<file path="src/rtl/qep_pkg.sv">
// Shared constants for the encoder watchdog, unit timer and interrupt block
package qep_pkg;
	localparam int ADDR_W = 8;
	localparam int DATA_W = 32;
	// Register byte offsets
	localparam logic [7:0] A_DEC_CTL  = 8'h00;
	localparam logic [7:0] A_CTL      = 8'h04;
	localparam logic [7:0] A_WD_PRD   = 8'h08;
	localparam logic [7:0] A_WD_CNT   = 8'h0C;
	localparam logic [7:0] A_UNIT_PRD = 8'h10;
	localparam logic [7:0] A_UNIT_CNT = 8'h14;
	localparam logic [7:0] A_IRQ_EN   = 8'h18;
	localparam logic [7:0] A_IRQ_FLG  = 8'h1C;
	localparam logic [7:0] A_IRQ_CLR  = 8'h20;
	localparam logic [7:0] A_IRQ_FRC  = 8'h24;
	localparam logic [7:0] A_POS_CNT  = 8'h28;
	localparam logic [7:0] A_POS_LAT  = 8'h2C;
	localparam logic [7:0] A_CTMR_LAT = 8'h30;
	localparam logic [7:0] A_CPRD_LAT = 8'h34;
	// Decoder control fields
	localparam int SRC_HI     = 15;
	localparam int SRC_LO     = 14;
	localparam int SYNC_EN_B  = 13;
	localparam int SYNC_PIN_B = 12;
	localparam int RATE_B     = 11;
	localparam int SWAP_B     = 10;
	localparam int GATE_B     = 9;
	localparam int INV_HI   = 8;
	localparam int INV_LO   = 5;
	localparam logic [15:0] DEC_CTL_RST  = 16'h0000;
	localparam logic [15:0] DEC_CTL_MASK = 16'hFFE0;
	// Own control register bits
	localparam int WD_EN_B   = 0;
	localparam int UNIT_EN_B = 1;
	localparam int CLM_B     = 2;
	localparam logic [2:0] CTL_RST = 3'h0;
	// Interrupt flag bit positions
	localparam int IRQ_W   = 12;
	localparam int F_INT   = 0;
	localparam int F_PHASE  = 2;
	localparam int F_DIRCHG = 3;
	localparam int F_WDOG   = 4;
	localparam int F_UNIT   = 11;
	localparam logic [11:0] EVT_MASK = 12'hFFE;
	localparam logic [11:0] EXT_MASK = 12'h7E2;
	// Watchdog tick divider
	localparam int WD_DIV   = 64;
	localparam int WD_PRE_W = 6;
	typedef enum logic [1:0] {
		SRC_QUAD   = 2'b00,
		SRC_DIRCNT = 2'b01,
		SRC_UP     = 2'b10,
		SRC_DOWN   = 2'b11
	} count_src_e;
endpackage

</file>
<file path="src/rtl/dec_if.sv">
// Configuration and results between core and input decoder
`timescale 1ns/1ps
`default_nettype none
interface dec_if;
	logic [1:0] src;
	logic       rate;
	logic       swap;
	logic       gate;
	logic [3:0] inv;
	logic       cnt_pulse;
	logic       cnt_dir;
	logic       idx;
	logic       stb;
	logic       phase_err;
	logic       dir_chg;
	modport dec (input src, rate, swap, gate, inv,
		output cnt_pulse, cnt_dir, idx, stb, phase_err, dir_chg);
	modport core (output src, rate, swap, gate, inv,
		input cnt_pulse, cnt_dir, idx, stb, phase_err, dir_chg);
endinterface
`default_nettype wire

</file>
<file path="src/rtl/qep_decoder.sv">
// Pin synchronisers, polarity, swap, gating and quadrature decode
`timescale 1ns/1ps
`default_nettype none
module qep_decoder import qep_pkg::*; (
	input  wire logic pclk,       // System clock
	input  wire logic presetn,    // Async reset, active low
	dec_if.dec        d,          // Core side
	input  wire logic phase_a_in, // Encoder phase A pin
	input  wire logic phase_b_in, // Encoder phase B pin
	input  wire logic index_in,   // Index pin
	input  wire logic strobe_in   // Strobe pin
);
	// Bit order {a, b, index, strobe}
	logic [3:0] s1_q, s2_q, s3_q, f_q, pol;
	logic       a, b, a_q, b_q, ea, eb, xev, ev, dir;

	always_ff @(posedge pclk or negedge presetn) begin
		if (!presetn) begin
			s1_q <= '0;
			s2_q <= '0;
			s3_q <= '0;
			f_q  <= '0;
		end else begin
			s1_q <= {phase_a_in, phase_b_in, index_in, strobe_in};
			s2_q <= s1_q;
			s3_q <= s2_q;
			for (int i = 0; i < 4; i++) begin
				if (s2_q[i] == s3_q[i]) begin
					f_q[i] <= s3_q[i];
				end
			end
		end
	end

	assign pol = f_q ^ d.inv;
	assign a = d.swap ? pol[2] : pol[3];
	assign b = d.swap ? pol[3] : pol[2];
	assign ea = a ^ a_q;
	assign eb = b ^ b_q;
	assign xev = d.rate ? (a & ~a_q) : ea;

	always_comb begin
		ev  = 1'b0;
		dir = d.cnt_dir;
		unique case (count_src_e'(d.src))
			SRC_QUAD: begin
				ev  = ea ^ eb;
				dir = b_q ^ a;
			end
			SRC_DIRCNT: begin
				ev  = xev;
				dir = b;
			end
			SRC_UP: begin
				ev  = xev;
				dir = 1'b1;
			end
			SRC_DOWN: begin
				ev  = xev;
				dir = 1'b0;
			end
		endcase
	end

	// Polarity or swap changes can fake one edge
	always_ff @(posedge pclk or negedge presetn) begin
		if (!presetn) begin
			a_q         <= 1'b0;
			b_q         <= 1'b0;
			d.cnt_pulse <= 1'b0;
			d.cnt_dir   <= 1'b0;
			d.dir_chg   <= 1'b0;
			d.phase_err <= 1'b0;
			d.idx       <= 1'b0;
			d.stb       <= 1'b0;
		end else begin
			a_q         <= a;
			b_q         <= b;
			d.cnt_pulse <= ev;
			d.dir_chg   <= ev && (dir != d.cnt_dir);
			d.phase_err <= (d.src == SRC_QUAD) && ea && eb;
			if (ev) begin
				d.cnt_dir <= dir;
			end
			d.idx <= d.gate ? (pol[1] & pol[0]) : pol[1];
			d.stb <= pol[0];
		end
	end

	property p_gate;
		@(posedge pclk) disable iff (!presetn)
		(d.gate && !pol[0]) |=> !d.idx;
	endproperty
	a_gate: assert property (p_gate)
		else $error("index passed while gated off");
endmodule
`default_nettype wire

</file>
<file path="src/rtl/qep_timers.sv">
// Encoder watchdog and unit time base
`timescale 1ns/1ps
`default_nettype none
module qep_timers import qep_pkg::*; #(
	parameter int WD_W = 16,
	parameter int UT_W = 32
) (
	input  wire logic            pclk,        // System clock
	input  wire logic            presetn,     // Async reset, active low
	input  wire logic            wd_en,       // Watchdog enable
	input  wire logic            unit_en,     // Unit timer enable
	input  wire logic            cnt_pulse,   // Quadrature count pulse
	input  wire logic [WD_W-1:0] wd_period,   // Watchdog period
	input  wire logic [UT_W-1:0] unit_period, // Unit period
	output logic      [WD_W-1:0] wd_count,    // Watchdog count
	output logic      [UT_W-1:0] unit_count,  // Unit timer count
	output logic                 wd_timeout,  // Watchdog time-out pulse
	output logic                 unit_timeout // Unit time-out pulse
);
	logic [WD_PRE_W-1:0] pre_q;
	logic                tick;

	assign tick = wd_en && (pre_q == WD_PRE_W'(WD_DIV - 1));
	always_ff @(posedge pclk or negedge presetn) begin
		if (!presetn) begin
			pre_q <= '0;
		end else if (wd_en) begin
			pre_q <= pre_q + 1'b1;
		end
	end

	always_ff @(posedge pclk or negedge presetn) begin
		if (!presetn) begin
			wd_count   <= '0;
			wd_timeout <= 1'b0;
		end else begin
			wd_timeout <= 1'b0;
			if (cnt_pulse) begin
				wd_count <= '0;
			end else if (tick && wd_count == wd_period) begin
				wd_count   <= '0;
				wd_timeout <= 1'b1;
			end else if (tick) begin
				wd_count <= wd_count + 1'b1;
			end
		end
	end

	always_ff @(posedge pclk or negedge presetn) begin
		if (!presetn) begin
			unit_count   <= '0;
			unit_timeout <= 1'b0;
		end else begin
			unit_timeout <= 1'b0;
			if (unit_en) begin
				if (unit_count == unit_period) begin
					unit_count   <= '0;
					unit_timeout <= 1'b1;
				end else begin
					unit_count <= unit_count + 1'b1;
				end
			end
		end
	end

	property p_wd_tick;
		@(posedge pclk) disable iff (!presetn)
		(!cnt_pulse && !tick) |=> $stable(wd_count);
	endproperty
	a_wd_tick: assert property (p_wd_tick)
		else $error("watchdog moved without tick");

	property p_wd_clr;
		@(posedge pclk) disable iff (!presetn)
		cnt_pulse |=> (wd_count == '0) && !wd_timeout;
	endproperty
	a_wd_clr: assert property (p_wd_clr)
		else $error("watchdog not cleared by quad_clock");

	property p_wd_to;
		@(posedge pclk) disable iff (!presetn)
		(tick && !cnt_pulse && wd_count == wd_period) |=> wd_timeout;
	endproperty
	a_wd_to: assert property (p_wd_to)
		else $error("watchdog time-out missing");

	property p_unit_cnt;
		@(posedge pclk) disable iff (!presetn)
		(unit_en && unit_count != unit_period)
			|=> unit_count == $past(unit_count) + 1'b1;
	endproperty
	a_unit_cnt: assert property (p_unit_cnt)
		else $error("unit timer did not advance");

	property p_unit_to;
		@(posedge pclk) disable iff (!presetn)
		(unit_en && unit_count == unit_period)
			|=> unit_timeout && unit_count == '0;
	endproperty
	a_unit_to: assert property (p_unit_to)
		else $error("unit time-out missing");
endmodule
`default_nettype wire

</file>
<file path="src/rtl/qep_core.sv">
// Encoder interface core: registers, interrupts, latching, sync output
`timescale 1ns/1ps
`default_nettype none
module qep_core import qep_pkg::*; #(
	parameter int WD_W = 16,
	parameter int UT_W = 32,
	parameter int POS_W = 32,
	parameter int CAP_W = 16
) (
	input  wire logic              pclk,           // System clock
	input  wire logic              presetn,        // Async reset
	input  wire logic [ADDR_W-1:0] paddr,          // APB address
	input  wire logic              psel,           // APB select
	input  wire logic              penable,        // APB enable
	input  wire logic              pwrite,         // APB direction
	input  wire logic [DATA_W-1:0] pwdata,         // APB write data
	output logic      [DATA_W-1:0] prdata,         // APB read data
	output logic                   pready,         // APB ready
	output logic                   pslverr,        // APB error
	input  wire logic              phase_a_in,     // Phase A pin
	input  wire logic              phase_b_in,     // Phase B pin
	input  wire logic              index_in,       // Index pin in
	input  wire logic              strobe_in,      // Strobe pin in
	input  wire logic [POS_W-1:0]  position_count, // Position counter
	input  wire logic [CAP_W-1:0]  capture_timer,  // Capture timer
	input  wire logic [CAP_W-1:0]  capture_period, // Capture period
	input  wire logic [IRQ_W-1:0]  ext_events,     // Other unit events
	input  wire logic              sync_pulse,     // Compare sync pulse
	output logic                   quad_clock,     // Count pulse
	output logic                   quad_direction, // Count direction
	output logic                   index_level,    // Qualified index
	output logic                   strobe_level,   // Qualified strobe
	output logic                   index_out,      // Index pin drive
	output logic                   index_oe,       // Index pin enable
	output logic                   strobe_out,     // Strobe pin drive
	output logic                   strobe_oe,      // Strobe pin enable
	output logic                   irq             // Interrupt pulse
);
	dec_if dif ();

	logic [15:0]      dec_ctl_q;
	logic [2:0]       ctl_q;
	logic [WD_W-1:0]  wd_period_reg;
	logic [WD_W-1:0]  wd_count_reg;
	logic [UT_W-1:0]  unit_period_reg;
	logic [UT_W-1:0]  unit_time_count;
	logic [IRQ_W-1:0] irq_enable_reg;
	logic [IRQ_W-1:0] irq_flag_q;
	logic [IRQ_W-1:0] irq_flag_d;
	logic [POS_W-1:0] position_latch;
	logic [CAP_W-1:0] capture_timer_latch;
	logic [CAP_W-1:0] capture_period_latch;
	logic             wd_timeout_flag;
	logic             unit_timeout_flag;
	logic             acc;
	logic             wr_acc;
	logic             rd_pos;
	logic             pulse_cond;
	logic [IRQ_W-1:0] ev;
	logic [IRQ_W-1:0] set_v;
	logic [IRQ_W-1:0] clr_v;
	logic [DATA_W-1:0] rdata_d;
	logic              err_d;

	function automatic logic hit(input logic [ADDR_W-1:0] a,
			input logic [ADDR_W-1:0] r);
		return a == r;
	endfunction

	function automatic logic wr(input logic en,
			input logic [ADDR_W-1:0] a, input logic [ADDR_W-1:0] r);
		return en && hit(a, r);
	endfunction

	// Decoder configuration from control bits
	assign dif.src  = dec_ctl_q[SRC_HI:SRC_LO];
	assign dif.rate = dec_ctl_q[RATE_B];
	assign dif.swap = dec_ctl_q[SWAP_B];
	assign dif.gate = dec_ctl_q[GATE_B];
	assign dif.inv  = dec_ctl_q[INV_HI:INV_LO];

	qep_decoder u_dec (
		.pclk       (pclk),
		.presetn    (presetn),
		.d          (dif),
		.phase_a_in (phase_a_in),
		.phase_b_in (phase_b_in),
		.index_in   (index_in),
		.strobe_in  (strobe_in)
	);

	qep_timers #(
		.WD_W (WD_W),
		.UT_W (UT_W)
	) u_tmr (
		.pclk         (pclk),
		.presetn      (presetn),
		.wd_en        (ctl_q[WD_EN_B]),
		.unit_en      (ctl_q[UNIT_EN_B]),
		.cnt_pulse    (dif.cnt_pulse),
		.wd_period    (wd_period_reg),
		.unit_period  (unit_period_reg),
		.wd_count     (wd_count_reg),
		.unit_count   (unit_time_count),
		.wd_timeout   (wd_timeout_flag),
		.unit_timeout (unit_timeout_flag)
	);

	assign quad_clock     = dif.cnt_pulse;
	assign quad_direction = dif.cnt_dir;
	assign index_level    = dif.idx;
	assign strobe_level   = dif.stb;

	// No wait state: ready rises in the first access cycle
	always_ff @(posedge pclk or negedge presetn) begin
		if (!presetn) begin
			pready  <= 1'b0;
			pslverr <= 1'b0;
			prdata  <= '0;
		end else begin
			pready <= psel && !penable && !pready;
			if (psel && !penable) begin
				prdata  <= pwrite ? '0 : rdata_d;
				pslverr <= err_d;
			end else if (pready) begin
				pslverr <= 1'b0;
				prdata  <= '0;
			end
		end
	end

	assign acc    = psel && penable && pready;
	assign wr_acc = acc && pwrite;
	assign rd_pos = acc && !pwrite && hit(paddr, A_POS_CNT);

	always_comb begin
		rdata_d = '0;
		err_d   = 1'b0;
		case (paddr)
			A_DEC_CTL:  rdata_d = DATA_W'(dec_ctl_q);
			A_CTL:      rdata_d = DATA_W'(ctl_q);
			A_WD_PRD:   rdata_d = DATA_W'(wd_period_reg);
			A_WD_CNT:   rdata_d = DATA_W'(wd_count_reg);
			A_UNIT_PRD: rdata_d = DATA_W'(unit_period_reg);
			A_UNIT_CNT: rdata_d = DATA_W'(unit_time_count);
			A_IRQ_EN:   rdata_d = DATA_W'(irq_enable_reg);
			A_IRQ_FLG:  rdata_d = DATA_W'(irq_flag_q);
			A_IRQ_CLR:  rdata_d = '0;
			A_IRQ_FRC:  rdata_d = '0;
			A_POS_CNT:  rdata_d = DATA_W'(position_count);
			A_POS_LAT:  rdata_d = DATA_W'(position_latch);
			A_CTMR_LAT: rdata_d = DATA_W'(capture_timer_latch);
			A_CPRD_LAT: rdata_d = DATA_W'(capture_period_latch);
			default:    err_d   = 1'b1;
		endcase
	end

	always_ff @(posedge pclk or negedge presetn) begin
		if (!presetn) begin
			dec_ctl_q <= DEC_CTL_RST;
		end else if (wr(wr_acc, paddr, A_DEC_CTL)) begin
			dec_ctl_q <= pwdata[15:0] & DEC_CTL_MASK;
		end
	end

	always_ff @(posedge pclk or negedge presetn) begin
		if (!presetn) begin
			ctl_q           <= CTL_RST;
			wd_period_reg   <= '0;
			unit_period_reg <= '0;
			irq_enable_reg  <= '0;
		end else begin
			if (wr(wr_acc, paddr, A_CTL)) begin
				ctl_q <= pwdata[2:0];
			end
			if (wr(wr_acc, paddr, A_WD_PRD)) begin
				wd_period_reg <= pwdata[WD_W-1:0];
			end
			if (wr(wr_acc, paddr, A_UNIT_PRD)) begin
				unit_period_reg <= pwdata[UT_W-1:0];
			end
			if (wr(wr_acc, paddr, A_IRQ_EN)) begin
				irq_enable_reg <= pwdata[IRQ_W-1:0] & EVT_MASK;
			end
		end
	end

	always_ff @(posedge pclk or negedge presetn) begin
		if (!presetn) begin
			position_latch       <= '0;
			capture_timer_latch  <= '0;
			capture_period_latch <= '0;
		end else if (ctl_q[CLM_B] && unit_timeout_flag) begin
			position_latch       <= position_count;
			capture_timer_latch  <= capture_timer;
			capture_period_latch <= capture_period;
		end else if (!ctl_q[CLM_B] && rd_pos) begin
			capture_timer_latch  <= capture_timer;
			capture_period_latch <= capture_period;
		end
	end

	always_comb begin
		ev        = ext_events & EXT_MASK;
		ev[F_PHASE]  = dif.phase_err;
		ev[F_DIRCHG] = dif.dir_chg;
		ev[F_WDOG]   = wd_timeout_flag;
		ev[F_UNIT]   = unit_timeout_flag;
	end

	assign set_v = ev | ({IRQ_W{wr(wr_acc, paddr, A_IRQ_FRC)}}
		& pwdata[IRQ_W-1:0] & EVT_MASK);
	assign clr_v = {IRQ_W{wr(wr_acc, paddr, A_IRQ_CLR)}}
		& pwdata[IRQ_W-1:0];
	assign pulse_cond = |(irq_flag_q & irq_enable_reg & EVT_MASK)
		&& !irq_flag_q[F_INT];

	// A set in the clearing cycle wins
	always_comb begin
		irq_flag_d = ((irq_flag_q & ~clr_v) | set_v) & EVT_MASK;
		irq_flag_d[F_INT] = (irq_flag_q[F_INT] & ~clr_v[F_INT])
			| pulse_cond;
	end

	always_ff @(posedge pclk or negedge presetn) begin
		if (!presetn) begin
			irq_flag_q <= '0;
			irq        <= 1'b0;
		end else begin
			irq_flag_q <= irq_flag_d;
			irq        <= pulse_cond;
		end
	end

	always_ff @(posedge pclk or negedge presetn) begin
		if (!presetn) begin
			index_oe   <= 1'b0;
			index_out  <= 1'b0;
			strobe_oe  <= 1'b0;
			strobe_out <= 1'b0;
		end else begin
			index_oe   <= dec_ctl_q[SYNC_EN_B] && !dec_ctl_q[SYNC_PIN_B];
			strobe_oe  <= dec_ctl_q[SYNC_EN_B] && dec_ctl_q[SYNC_PIN_B];
			index_out  <= dec_ctl_q[SYNC_EN_B] && !dec_ctl_q[SYNC_PIN_B]
				&& sync_pulse;
			strobe_out <= dec_ctl_q[SYNC_EN_B] && dec_ctl_q[SYNC_PIN_B]
				&& sync_pulse;
		end
	end

	property p_utl;
		@(posedge pclk) disable iff (!presetn)
		(ctl_q[CLM_B] && unit_timeout_flag)
			|=> position_latch == $past(position_count)
			&& capture_period_latch == $past(capture_period);
	endproperty
	a_utl: assert property (p_utl)
		else $error("unit time-out latch missed");

	property p_rdl;
		@(posedge pclk) disable iff (!presetn)
		(!ctl_q[CLM_B] && rd_pos)
			|=> capture_timer_latch == $past(capture_timer);
	endproperty
	a_rdl: assert property (p_rdl)
		else $error("position read latch missed");

	property p_irq;
		@(posedge pclk) disable iff (!presetn)
		irq |-> !$past(irq_flag_q[F_INT]) && irq_flag_q[F_INT];
	endproperty
	a_irq: assert property (p_irq)
		else $error("irq pulse with global flag set");

	property p_irq_once;
		@(posedge pclk) disable iff (!presetn)
		irq |=> !irq;
	endproperty
	a_irq_once: assert property (p_irq_once)
		else $error("irq wider than one cycle");

	property p_frc;
		@(posedge pclk) disable iff (!presetn)
		(wr(wr_acc, paddr, A_IRQ_FRC) && pwdata[F_WDOG])
			|=> irq_flag_q[F_WDOG];
	endproperty
	a_frc: assert property (p_frc)
		else $error("forced flag not set");

	property p_sync;
		@(posedge pclk) disable iff (!presetn)
		!dec_ctl_q[SYNC_EN_B] |=> !index_oe && !strobe_oe;
	endproperty
	a_sync: assert property (p_sync)
		else $error("sync driven while disabled");

	property p_pin;
		@(posedge pclk) disable iff (!presetn)
		(dec_ctl_q[SYNC_EN_B] && dec_ctl_q[SYNC_PIN_B]) |=> strobe_oe
			&& !index_oe;
	endproperty
	a_pin: assert property (p_pin)
		else $error("sync on wrong pin");

	property p_rsv;
		@(posedge pclk) disable iff (!presetn)
		dec_ctl_q[INV_LO-1:0] == '0;
	endproperty
	a_rsv: assert property (p_rsv)
		else $error("reserved control bits set");
endmodule
`default_nettype wire

</file>
<file path="config.mk">
export PLATFORM = sky130hd
export DESIGN_NAME = qep_core
export DESIGN_NICKNAME = d
export VERILOG_FILES = /design/src/rtl/qep_pkg.sv /design/src/rtl/dec_if.sv /design/src/rtl/qep_decoder.sv /design/src/rtl/qep_timers.sv /design/src/rtl/qep_core.sv
export SDC_FILE = /design/constraint.sdc
export NUM_CORES = 1
export LEC_CHECK = 0
export ABC_AREA = 0
export ABC_CLOCK_PERIOD_IN_PS = 1930
export BUFFER_PORTS_ARGS = -buffer_cell sky130_fd_sc_hd__buf_2
export CORE_AREA = 3 3 236 238
export CTS_CLUSTER_SIZE = 14
export DETAILED_ROUTE_END_ITERATION = 10
export DIE_AREA = 0 0 239 241
export PLACE_DENSITY_LB_ADDON = 0.3
export SLEW_MARGIN = 20
export SYNTH_ARGS = -nofsm -noshare
export SYNTH_HDL_FRONTEND = slang
export SYNTH_SLANG_ARGS = --single-unit
</file>
<file path="constraint.sdc">
create_clock -name pclk -period 1.93 [get_ports pclk]
set_input_delay 0.386 -clock pclk [delete_from_list [all_inputs] [get_ports pclk]]
set_output_delay 0.386 -clock pclk [all_outputs]
set_load 0.05 [all_outputs]
</file>
* Word-level counts from Yosys, hierarchy flattened
Index checks and enable logic that the tools add are counted.
Operators by class: add/subtract/negate cells 3, eq/ne operators 24, mux-type cells 25, bitwise logic cells 18, reduce and logical (&&, ||, !) cells 40
Operator list (number):
- 32-bit one-hot mux with 12 select lines | 1
- 32-bit 2-to-1 mux | 4
- 16-bit 2-to-1 mux | 7
- 12-bit AND | 4
- 8-bit by 6-bit == test with 1-bit output (second input constant) | 6
- 32-bit by 1-bit adder with 32-bit output (second input constant) | 1
- 32-bit == test | 1
- 8-bit by 5-bit == test with 1-bit output (second input constant) | 4
- 1-bit logical AND | 26
- 12-bit OR | 2
- 16-bit by 1-bit adder with 16-bit output (second input constant) | 1
- 16-bit == test | 1
- 8-bit by 4-bit == test with 1-bit output (second input constant) | 2
- 14-bit OR reduction | 1
- 12-bit inverter | 1
- 1-bit 2-to-1 mux | 11
- 11-bit OR reduction | 1
- 8-bit by 3-bit == test with 1-bit output (second input constant) | 1
- 8-bit logical NOT | 1
- 6-bit by 1-bit adder with 6-bit output (second input constant) | 1
- 6-bit == test (second input constant) | 1
- 1-bit logical NOT | 6
- 1-bit == test | 4
- 2-bit == test (second input constant) | 2
- other kinds (13) | 20
Storage, ports and cells: flip-flop bits (word level) 268, input bits 126, logic and storage cells 147

* Longest topological paths before layout
Gate-level depths: netlist of run 1.
word-level depth 8, depth in mapped cells 8, mapped depth without buffers 8

* Cells and area by module
Synthesis of run 1 repeated with hierarchy kept, for this count alone.
Unflattened totals: cell total of the unflattened synthesis 1132, area, all modules 13317.8 sq um
By module, submodules not included:
- qep_core | times used 1, cells each 709, area an instance 9036.2 sq um
- qep_timers | times used 1, cells each 357, area an instance 3326.9 sq um
- qep_decoder | times used 1, cells each 66, area an instance 954.7 sq um

* Worst setup path after synthesis of run 1
Ideal clock, no wire load.
path type input to register, start in paddr[0], end reg unit_period_reg[10], arrival time 1.981 ns, required time 1.805 ns, path slack -0.176 ns, stages on the path 6, path buffers 3, cells stage by stage buf_2 -> or4_1 -> buf_4 -> nor3_4 -> buf_6 -> mux2_4
Between the ends: longest elaborated chain between the ends 2
Ends and longest elaborated chain:
- from (decl) | RTL line qep_core.sv:12 | input wire logic [ADDR_W-1:0] paddr,
- 8-bit by 5-bit == test with 1-bit output | RTL line qep_core.sv:67 | return a == r;
- 1-bit logical AND | RTL line qep_core.sv:72 | return en && hit(a, r);
- to (signal assigned) | RTL line qep_core.sv:180 | unit_period_reg <= pwdata[UT_W-1:0];
- to (decl) | RTL line qep_core.sv:45 | logic [UT_W-1:0] unit_period_reg;
No other way between the ends. A chain may end at the register's enable or synchronous reset.

* Final worst setup path of run 1
start reg dec_ctl_q[8], end reg u_dec.d.dir_chg
Between the ends: longest elaborated chain between the ends 6, elaborated cells on any way between the ends 13, those cells by class eq/ne: 1; mux: 5; bitwise: 6; reduce/logical: 1
Ends and longest elaborated chain:
- from (decl) | RTL line qep_core.sv:41 | logic [15:0] dec_ctl_q;
- from (signal assigned) | RTL line qep_core.sv:162 | dec_ctl_q <= pwdata[15:0] & DEC_CTL_MASK;
- 4-bit bitwise XOR (*) | RTL line qep_decoder.sv:35 | assign pol = f_q ^ d.inv;
- 1-bit 2-to-1 mux (*) | RTL line qep_decoder.sv:36 | assign a = d.swap ? pol[2] : pol[3];
- named net u_dec.a | RTL line qep_decoder.sv:15 | logic a, b, a_q, b_q, ea, eb, xev, ev, dir;
- 1-bit bitwise XOR (tied with other cells) | RTL line qep_decoder.sv:48 | dir = b_q ^ a;
- 1-bit one-hot mux with 4 select lines (tied with other cells) | RTL line qep_decoder.sv:45 | unique case (count_src_e'(d.src))
- 1-bit inequality test / 1-bit one-hot mux with 2 select lines (equally long branches) | RTL line qep_decoder.sv:80, qep_decoder.sv:45
- 1-bit logical AND (*) | RTL line qep_decoder.sv:80 | d.dir_chg <= ev && (dir != d.cnt_dir);
- to (signal assigned) | RTL line qep_decoder.sv:80
- to (decl) | RTL line dec_if.sv:17 | output cnt_pulse, cnt_dir, idx, stb, phase_err, dir_chg);
Mark *: on every way through the listed nets, which the timed path passes. The rest lies on a longest branch.

==> impl_results.md, run 1 <==
- Status: complete, no violations
- Largest net degree at the start of global routing: 61
- Cell count after synthesis: 1135
- CP max FO: 3
- Fin crit share: 0.9973
- Top-count cell post-synth: dfrtp_1
- Final setup margin: 0.005143 ns
- EDFF count, synth: 0
- Final WL: 46.74 mm
- Count of pins over their slew limit: 0
- Die area: 57600 sq um
- Total GRT Usage: 0.1583
- Period minus WS final: 1.925 ns
- Syn avg cell area: 11.79 sq um
- Startpoint types: register
- Synth-to-layout area growth: 32.83%
- Final global-route overflow total: 0
- Leak: 0.008465 uW
- Worst-path clk slew: 0.06 ns
- Endpoints failing setup: 0
- Synth cell count leaders: dfrtp_1, xor2_1, mux2_2
- Hold Path Class: input pin to register
- Die W: 239 microns
- Routed wire per std cell: 21.33 microns
- Via count: 10711
- Mapped Area: 13390 sq um
- Req. time, crit path: 2.41 ns
- CTS Buf Count: 31
- Clk sinks: 268
- Synth warn: 0
- Ant diodes: 0
- Core Area: 53810 sq um
- Syn_nets: 1265
- Post-synthesis async set-or-reset flop share: 1.000
- Seq/Total Area, Yosys: 0.5010
- Worst Path Arrival: 2.40 ns
- Drt drc: 0
- Synth cell types: 76
- CP Cell Sequence: xor2_2 -> nor2_1 -> a21oi_2 -> ha_4 -> and2_4 -> a211o_1 -> nor3b_2
- CTS max path bufs: 3
- Endpoints failing hold: 0
- Most used DFF post-synth: dfrtp_1
- RSZ-0062 raised after global routing: yes
- Setup TNS Final: 0 ns
- Place WS: -0.3975 ns
- Via density: 4.889
- Actual slew at the worst max-slew pin: 0.8481 ns
- Clock Skews: 0.01215 ns
- Dpl hpwl: 36.06 mm
- Worst-Skew Late Latency: 0.57 ns
- Area contributors post-synth: dfrtp_1, mux2_4, mux2_2, xor2_1, a22oi_1
- Yosys top cell area share: 0.5010
- Crit path max-delay family: compound AO/OA/AOI/OAI gates
- Largest stage delay on the critical path: 0.41 ns
- WS Path Type: register to register
- First-pass GRT wire length: 69.38 mm
- I/O pin count: 169
- CP max-delay cell: dfrtp_1
- CP Buf/Inv Count: 0
- Power per Cell Area: 772.5 nW/um^2
- CP endpoint kind: register
- FP Rows: 85
- Vias in the first global route: 10855
- Input/output buffers: 163
- Clock Tree Root: clkbuf_16
- Max Clock Freq: 519.5 MHz
- Max IR drop VDD: 0.0006819 V
- Layout cells sized above 1: 0.4033
- Starting Density: 0.2488
- Fin nets: 1601
- Yosys reg bits: 268
- Cell taking the most area after synthesis: dfrtp_1
- Number of DRC markers in iteration 0: 729
- DRT Pass-1 Iters: 5
- Max Cap Viol: 0
- Gpl congestion: 0.8887
- Antenna violations before repair: 4
- CTS tree: done
- Antenna Nets Post-Route: 0
- H-tree levels: 1
- Die height: 241 microns
- Slew margin rel.: 0.4321
logic make-up (layout without fill, tap and decap cells):
| logic type | after synthesis | after routing | share of synthesized area |
|---|---|---|---|
| compound gates | 226 | 226 | 0.1213 |
| mux | 167 | 167 | 0.1548 |
| buf+inv | 79 | 439 | 0.03206 |
| simple gates | 291 | 291 | 0.1203 |
| flops | 268 | 268 | 0.5010 |
| fa+ha+maj | 8 | 8 | 0.006730 |
| xor+xnor | 96 | 96 | 0.06384 |
worst paths after layout:
kind	startpoint	to	slack, ns	cells past startpoint
hold reg to reg	u_dec.s1_q[3]	u_dec.s2_q[3]	0.35	0
setup reg to reg	dec_ctl_q[8]	u_dec.d.dir_chg	0.005	7
hold / removal	ext_events[9]	irq_flag_q[9]	0.03	2
setup / recovery	dec_ctl_q[8]	u_dec.d.dir_chg	0.005	7
max in group asynchronous	presetn	position_latch[26]	0.99	3
min in group asynchronous	presetn	irq_enable_reg[10]	0.30	2
power by group:
group          internal (uW)  total, uW  switching, uW  leakage, uW
Sequential              5800       5950            150      0.00347
Combinational            734       1740           1000      0.00449
Clock                   3620       6050           2420     0.000510
stage by stage:
stage / total power (uW) / std cells / util / hold WS (ns) / cell area (sq um)
final: 13740 / 2191 / 0.3304 / 0.02669 / 17780
after global routing: 14270 / 2191 / 0.3304 / 0.01275 / 17780
after CTS: 13810 / 2185 / 0.3281 / 0.0006836 / 17660
after detailed placement: 7670 / 2120 / 0.3063 / 0.3074 / 16480
after global placement: 7657 / 2120 / 0.3063 / 0.3061 / 16480
after floorplan: 6780 / 1135 / - / 0.09041 / 13510
layer usage:
| layer | routed length, microns | track usage | part of all wire |
|---|---|---|---|
| met3 | 2457 | 0.02731 | 0.053 |
| met1 | 20750 | 0.2134 | 0.44 |
| met5 | 16 | 0 | 0.00034 |
| met2 | 21880 | 0.2592 | 0.47 |
| met4 | 1633 | 0.05168 | 0.035 |
cell type report:
type	count	area (sq um)
Fill cell	5493	36030
Inverter	8	30.03
Clock inverter	10	135.1
Tap cell	696	870.8
Timing Repair Buffer	374	2656
Clock buffer	47	905.9
Multi-Input combinational cell	788	6475
Sequential cell	268	6708
repair_timing:
item / in CTS / in global routing
gates resized for setup: 8 / 22
hold endpoints to repair: 35 / 0
cloned: 0 / 1
hold buffers: 7 / 0
buffers inserted: 1 / 5
endpoints found under the setup margin: 21 / 41
pin swaps: 4 / 13
cell usage in the layout (no fill, tap or decap), types with 13 or more instances in the layout:
cell,netlist,routed
o22ai_1,13,13
clkbuf_16,0,31
nand2_1,57,57
mux2i_1,27,26
nand3_1,31,27
mux2_2,77,64
o21ai_0,27,27
nand4_1,27,27
dfrtp_1,268,267
a22oi_1,61,61
a21oi_1,39,37
buf_2,26,162
nor2_1,68,66
mux2_4,60,73
buf_4,8,185
a221o_1,13,13
buf_12,0,18
xor2_1,84,83
a21o_1,16,16
worst register-to-register path, delay by kind of cell (launching register included):
| kind | cells | cell delay [ns] |
|---|---|---|
| compound gates | 2 | 0.53 |
| simple gates | 3 | 0.45 |
| flops | 1 | 0.41 |
| fa+ha+maj | 1 | 0.25 |
| xor+xnor | 1 | 0.21 |
Note: power is estimated with default switching activity, not from simulation.
==> run 2: changes to the inputs <==
ABC_CLOCK_PERIOD_IN_PS = 2440   (was 1930)
clock period = 2.44 ns   (was 1.93 ns; I/O delays follow)
==> impl_results.md, run 2 (same netlist as run 1, synthesis figures left out) <==
- Power per Cell Area: 670.4 nW/um^2 (was 772.5 nW/um^2)
- Total GRT Usage: 0.1578 (was 0.1583)
- CTS tree: done (unchanged)
- CP startpoint: unit_period_reg[1] (was dec_ctl_q[8])
- Setup TNS Final: 0 ns (unchanged)
- Clock Skews: 0.03069 ns (was 0.01215 ns)
- Endpoints failing setup: 0 (unchanged)
- I/O pin count: 169 (unchanged)
- CTS max path bufs: 3 (unchanged)
- Input/output buffers: 163 (unchanged)
- Final setup margin: 0.1611 ns (was 0.005143 ns)
- RSZ-0062 raised after global routing: no (was yes)
- Via density: 5.013 (was 4.889)
- Starting Density: 0.2488 (unchanged)
- Largest net degree at the start of global routing: 64 (was 61)
- CP max FO: 24 (was 3)
- Slew margin rel.: 0.4274 (was 0.4321)
- Worst-path clk slew: 0.06 ns (about the same)
- Startpoint types: register (unchanged)
- Req. time, crit path: 2.86 ns (was 2.41 ns)
- Crit path capture: u_tmr.unit_count[28] (was u_dec.d.dir_chg)
- Layout cells sized above 1: 0.3482 (was 0.4033)
- CP endpoint kind: register (unchanged)
- CTS Buf Count: 35 (was 31)
- Antenna Nets Post-Route: 0 (unchanged)
- Clock Tree Root: clkbuf_16 (unchanged)
- Clk sinks: 268 (unchanged)
- Fin crit share: 0.9340 (was 0.9973)
- DRT Pass-1 Iters: 8 (was 5)
- Number of DRC markers in iteration 0: 885 (was 729)
- Period minus WS final: 2.279 ns (was 1.925 ns)
- Launching point of the worst reg2reg path: unit_period_reg[1] (was dec_ctl_q[8])
- H-tree levels: 2 (was 1)
- Gpl congestion: 0.9074 (was 0.8887)
- Die height: 241 microns (unchanged)
- Max Cap Viol: 0 (unchanged)
- Count of pins over their slew limit: 0 (unchanged)
- Via count: 10478 (was 10711)
- End of the worst register-to-register path: u_tmr.unit_count[28] (was u_dec.d.dir_chg)
- Reg2Reg Depth: 7 (unchanged)
- Endpoints failing hold: 0 (unchanged)
- Place WS: 0.01776 ns (was -0.3975 ns)
- FP Rows: 85 (unchanged)
- R2R setup slack: 0.16 ns (was 0.005 ns)
- Post-CTS Setup Bufs: 0 (was 1)
- Antenna violations before repair: 4 (unchanged)
- Final global-route overflow total: 0 (unchanged)
- Routed wire per std cell: 22.09 microns (was 21.33 microns)
- Final WL: 46.16 mm (was 46.74 mm)
- Max Clock Freq: 438.8 MHz (was 519.5 MHz)
- Max IR drop VDD: 0.0004464 V (was 0.0006819 V)
- Core Area: 53810 sq um (unchanged)
- Vias in the first global route: 10535 (was 10855)
- Dpl hpwl: 34.90 mm (was 36.06 mm)
- Fin nets: 1496 (was 1601)
- Hold Path Class: input pin to register (unchanged)
- Actual slew at the worst max-slew pin: 0.8524 ns (was 0.8481 ns)
- Drt drc: 0 (unchanged)
- Worst Path Arrival: 2.70 ns (was 2.40 ns)
- First-pass GRT wire length: 68.39 mm (was 69.38 mm)
- CTS-repair resized insts: 0 (was 8)
- Leak: 0.007932 uW (was 0.008465 uW)
- Die W: 239 microns (unchanged)
- Die area: 57600 sq um (unchanged)
- Status: complete, no violations (unchanged)
- Most frequent cells in the layout: dfrtp_1, buf_2, buf_4, xor2_1, mux2_2 (was dfrtp_1, buf_4, buf_2, xor2_1, mux2_4)
- Worst-Skew Late Latency: 0.56 ns (was 0.57 ns)
- Commonest non-fill, non-tap cell in the layout: dfrtp_1 (unchanged)
- WS Path Type: register to register (unchanged)
- Synth-to-layout area growth: 26.25% (was 32.83%)
-- run 2: what timing repair did --
| action | in CTS | in global routing |
|---|---|---|
| hold endpoints to repair | 50 | 0 |
| hold buffers | 1 | 0 |
| setup endpoints to repair | 0 | 0 |
-- run 2: worst min-delay path by stage --
| stage | from | endpoint | cells past startpoint |
|---|---|---|---|
| floorplan | presetn | capture_period_latch[0] | 0 |
| CTS | index_in | u_dec.s1_q[1] | 1 |
| finish | index_in | u_dec.s1_q[1] | 1 |
| global route | phase_a_in | u_dec.s1_q[3] | 1 |
| detailed placement | u_dec.s1_q[1] | u_dec.s2_q[1] | 0 |
| global placement | u_dec.s1_q[3] | u_dec.s2_q[3] | 0 |
-- run 2: per-layer routing --
metal	track usage	up-vias	wire (microns)
met3	0.03337	80	3079
li1	-	4691	-
met4	0.04600	2	1144
met1	0.2134	5317	20320
met5	0	-	11
met2	0.2557	388	21610
-- run 2: through the flow --
| stage | total power [uW] | hold WS [ns] | instances | cell area, sq um | util |
|---|---|---|---|---|---|
| 4_1_cts | 11490 | 0.0003613 | 2089 | 16900 | 0.3140 |
| 5_1_grt | 11780 | 0.006922 | 2089 | 16900 | 0.3140 |
| 6_report | 11330 | 0.03094 | 2090 | 16900 | 0.3141 |
| 3_3_place_gp | 5979 | 0.3363 | 2024 | 15660 | 0.2910 |
| 3_5_place_dp | 5997 | 0.3357 | 2024 | 15660 | 0.2910 |
| 2_1_floorplan | 5354 | 0.1924 | 1135 | 13390 | - |
-- run 2: final cells by class --
class,instances,area [sq um]
multi-input cells,788,6281
well taps,696,870.8
repair buffers,265,1782
clock buffers,49,1028
diodes,1,2.502
inverters,8,30.03
clock inverters,15,200.2
flip-flops and latches,268,6706
fillers,5493,36910
-- run 2: critical path: stages (launching register included) --
cell     delay (ns)
dfrtp_1        0.47
xor2_1         0.24
nor4_1         0.45
buf_4          0.19
nand4_1        0.18
nor3_2         0.32
buf_12         0.21
a21oi_1        0.07
-- run 2: where the power goes --
| part | internal [uW] | total [uW] | switching [uW] | leakage (uW) |
|---|---|---|---|---|
| logic | 452 | 1180 | 725 | 0.00386 |
| clock network | 3300 | 5420 | 2120 | 0.000602 |
| registers | 4590 | 4740 | 146 | 0.00347 |
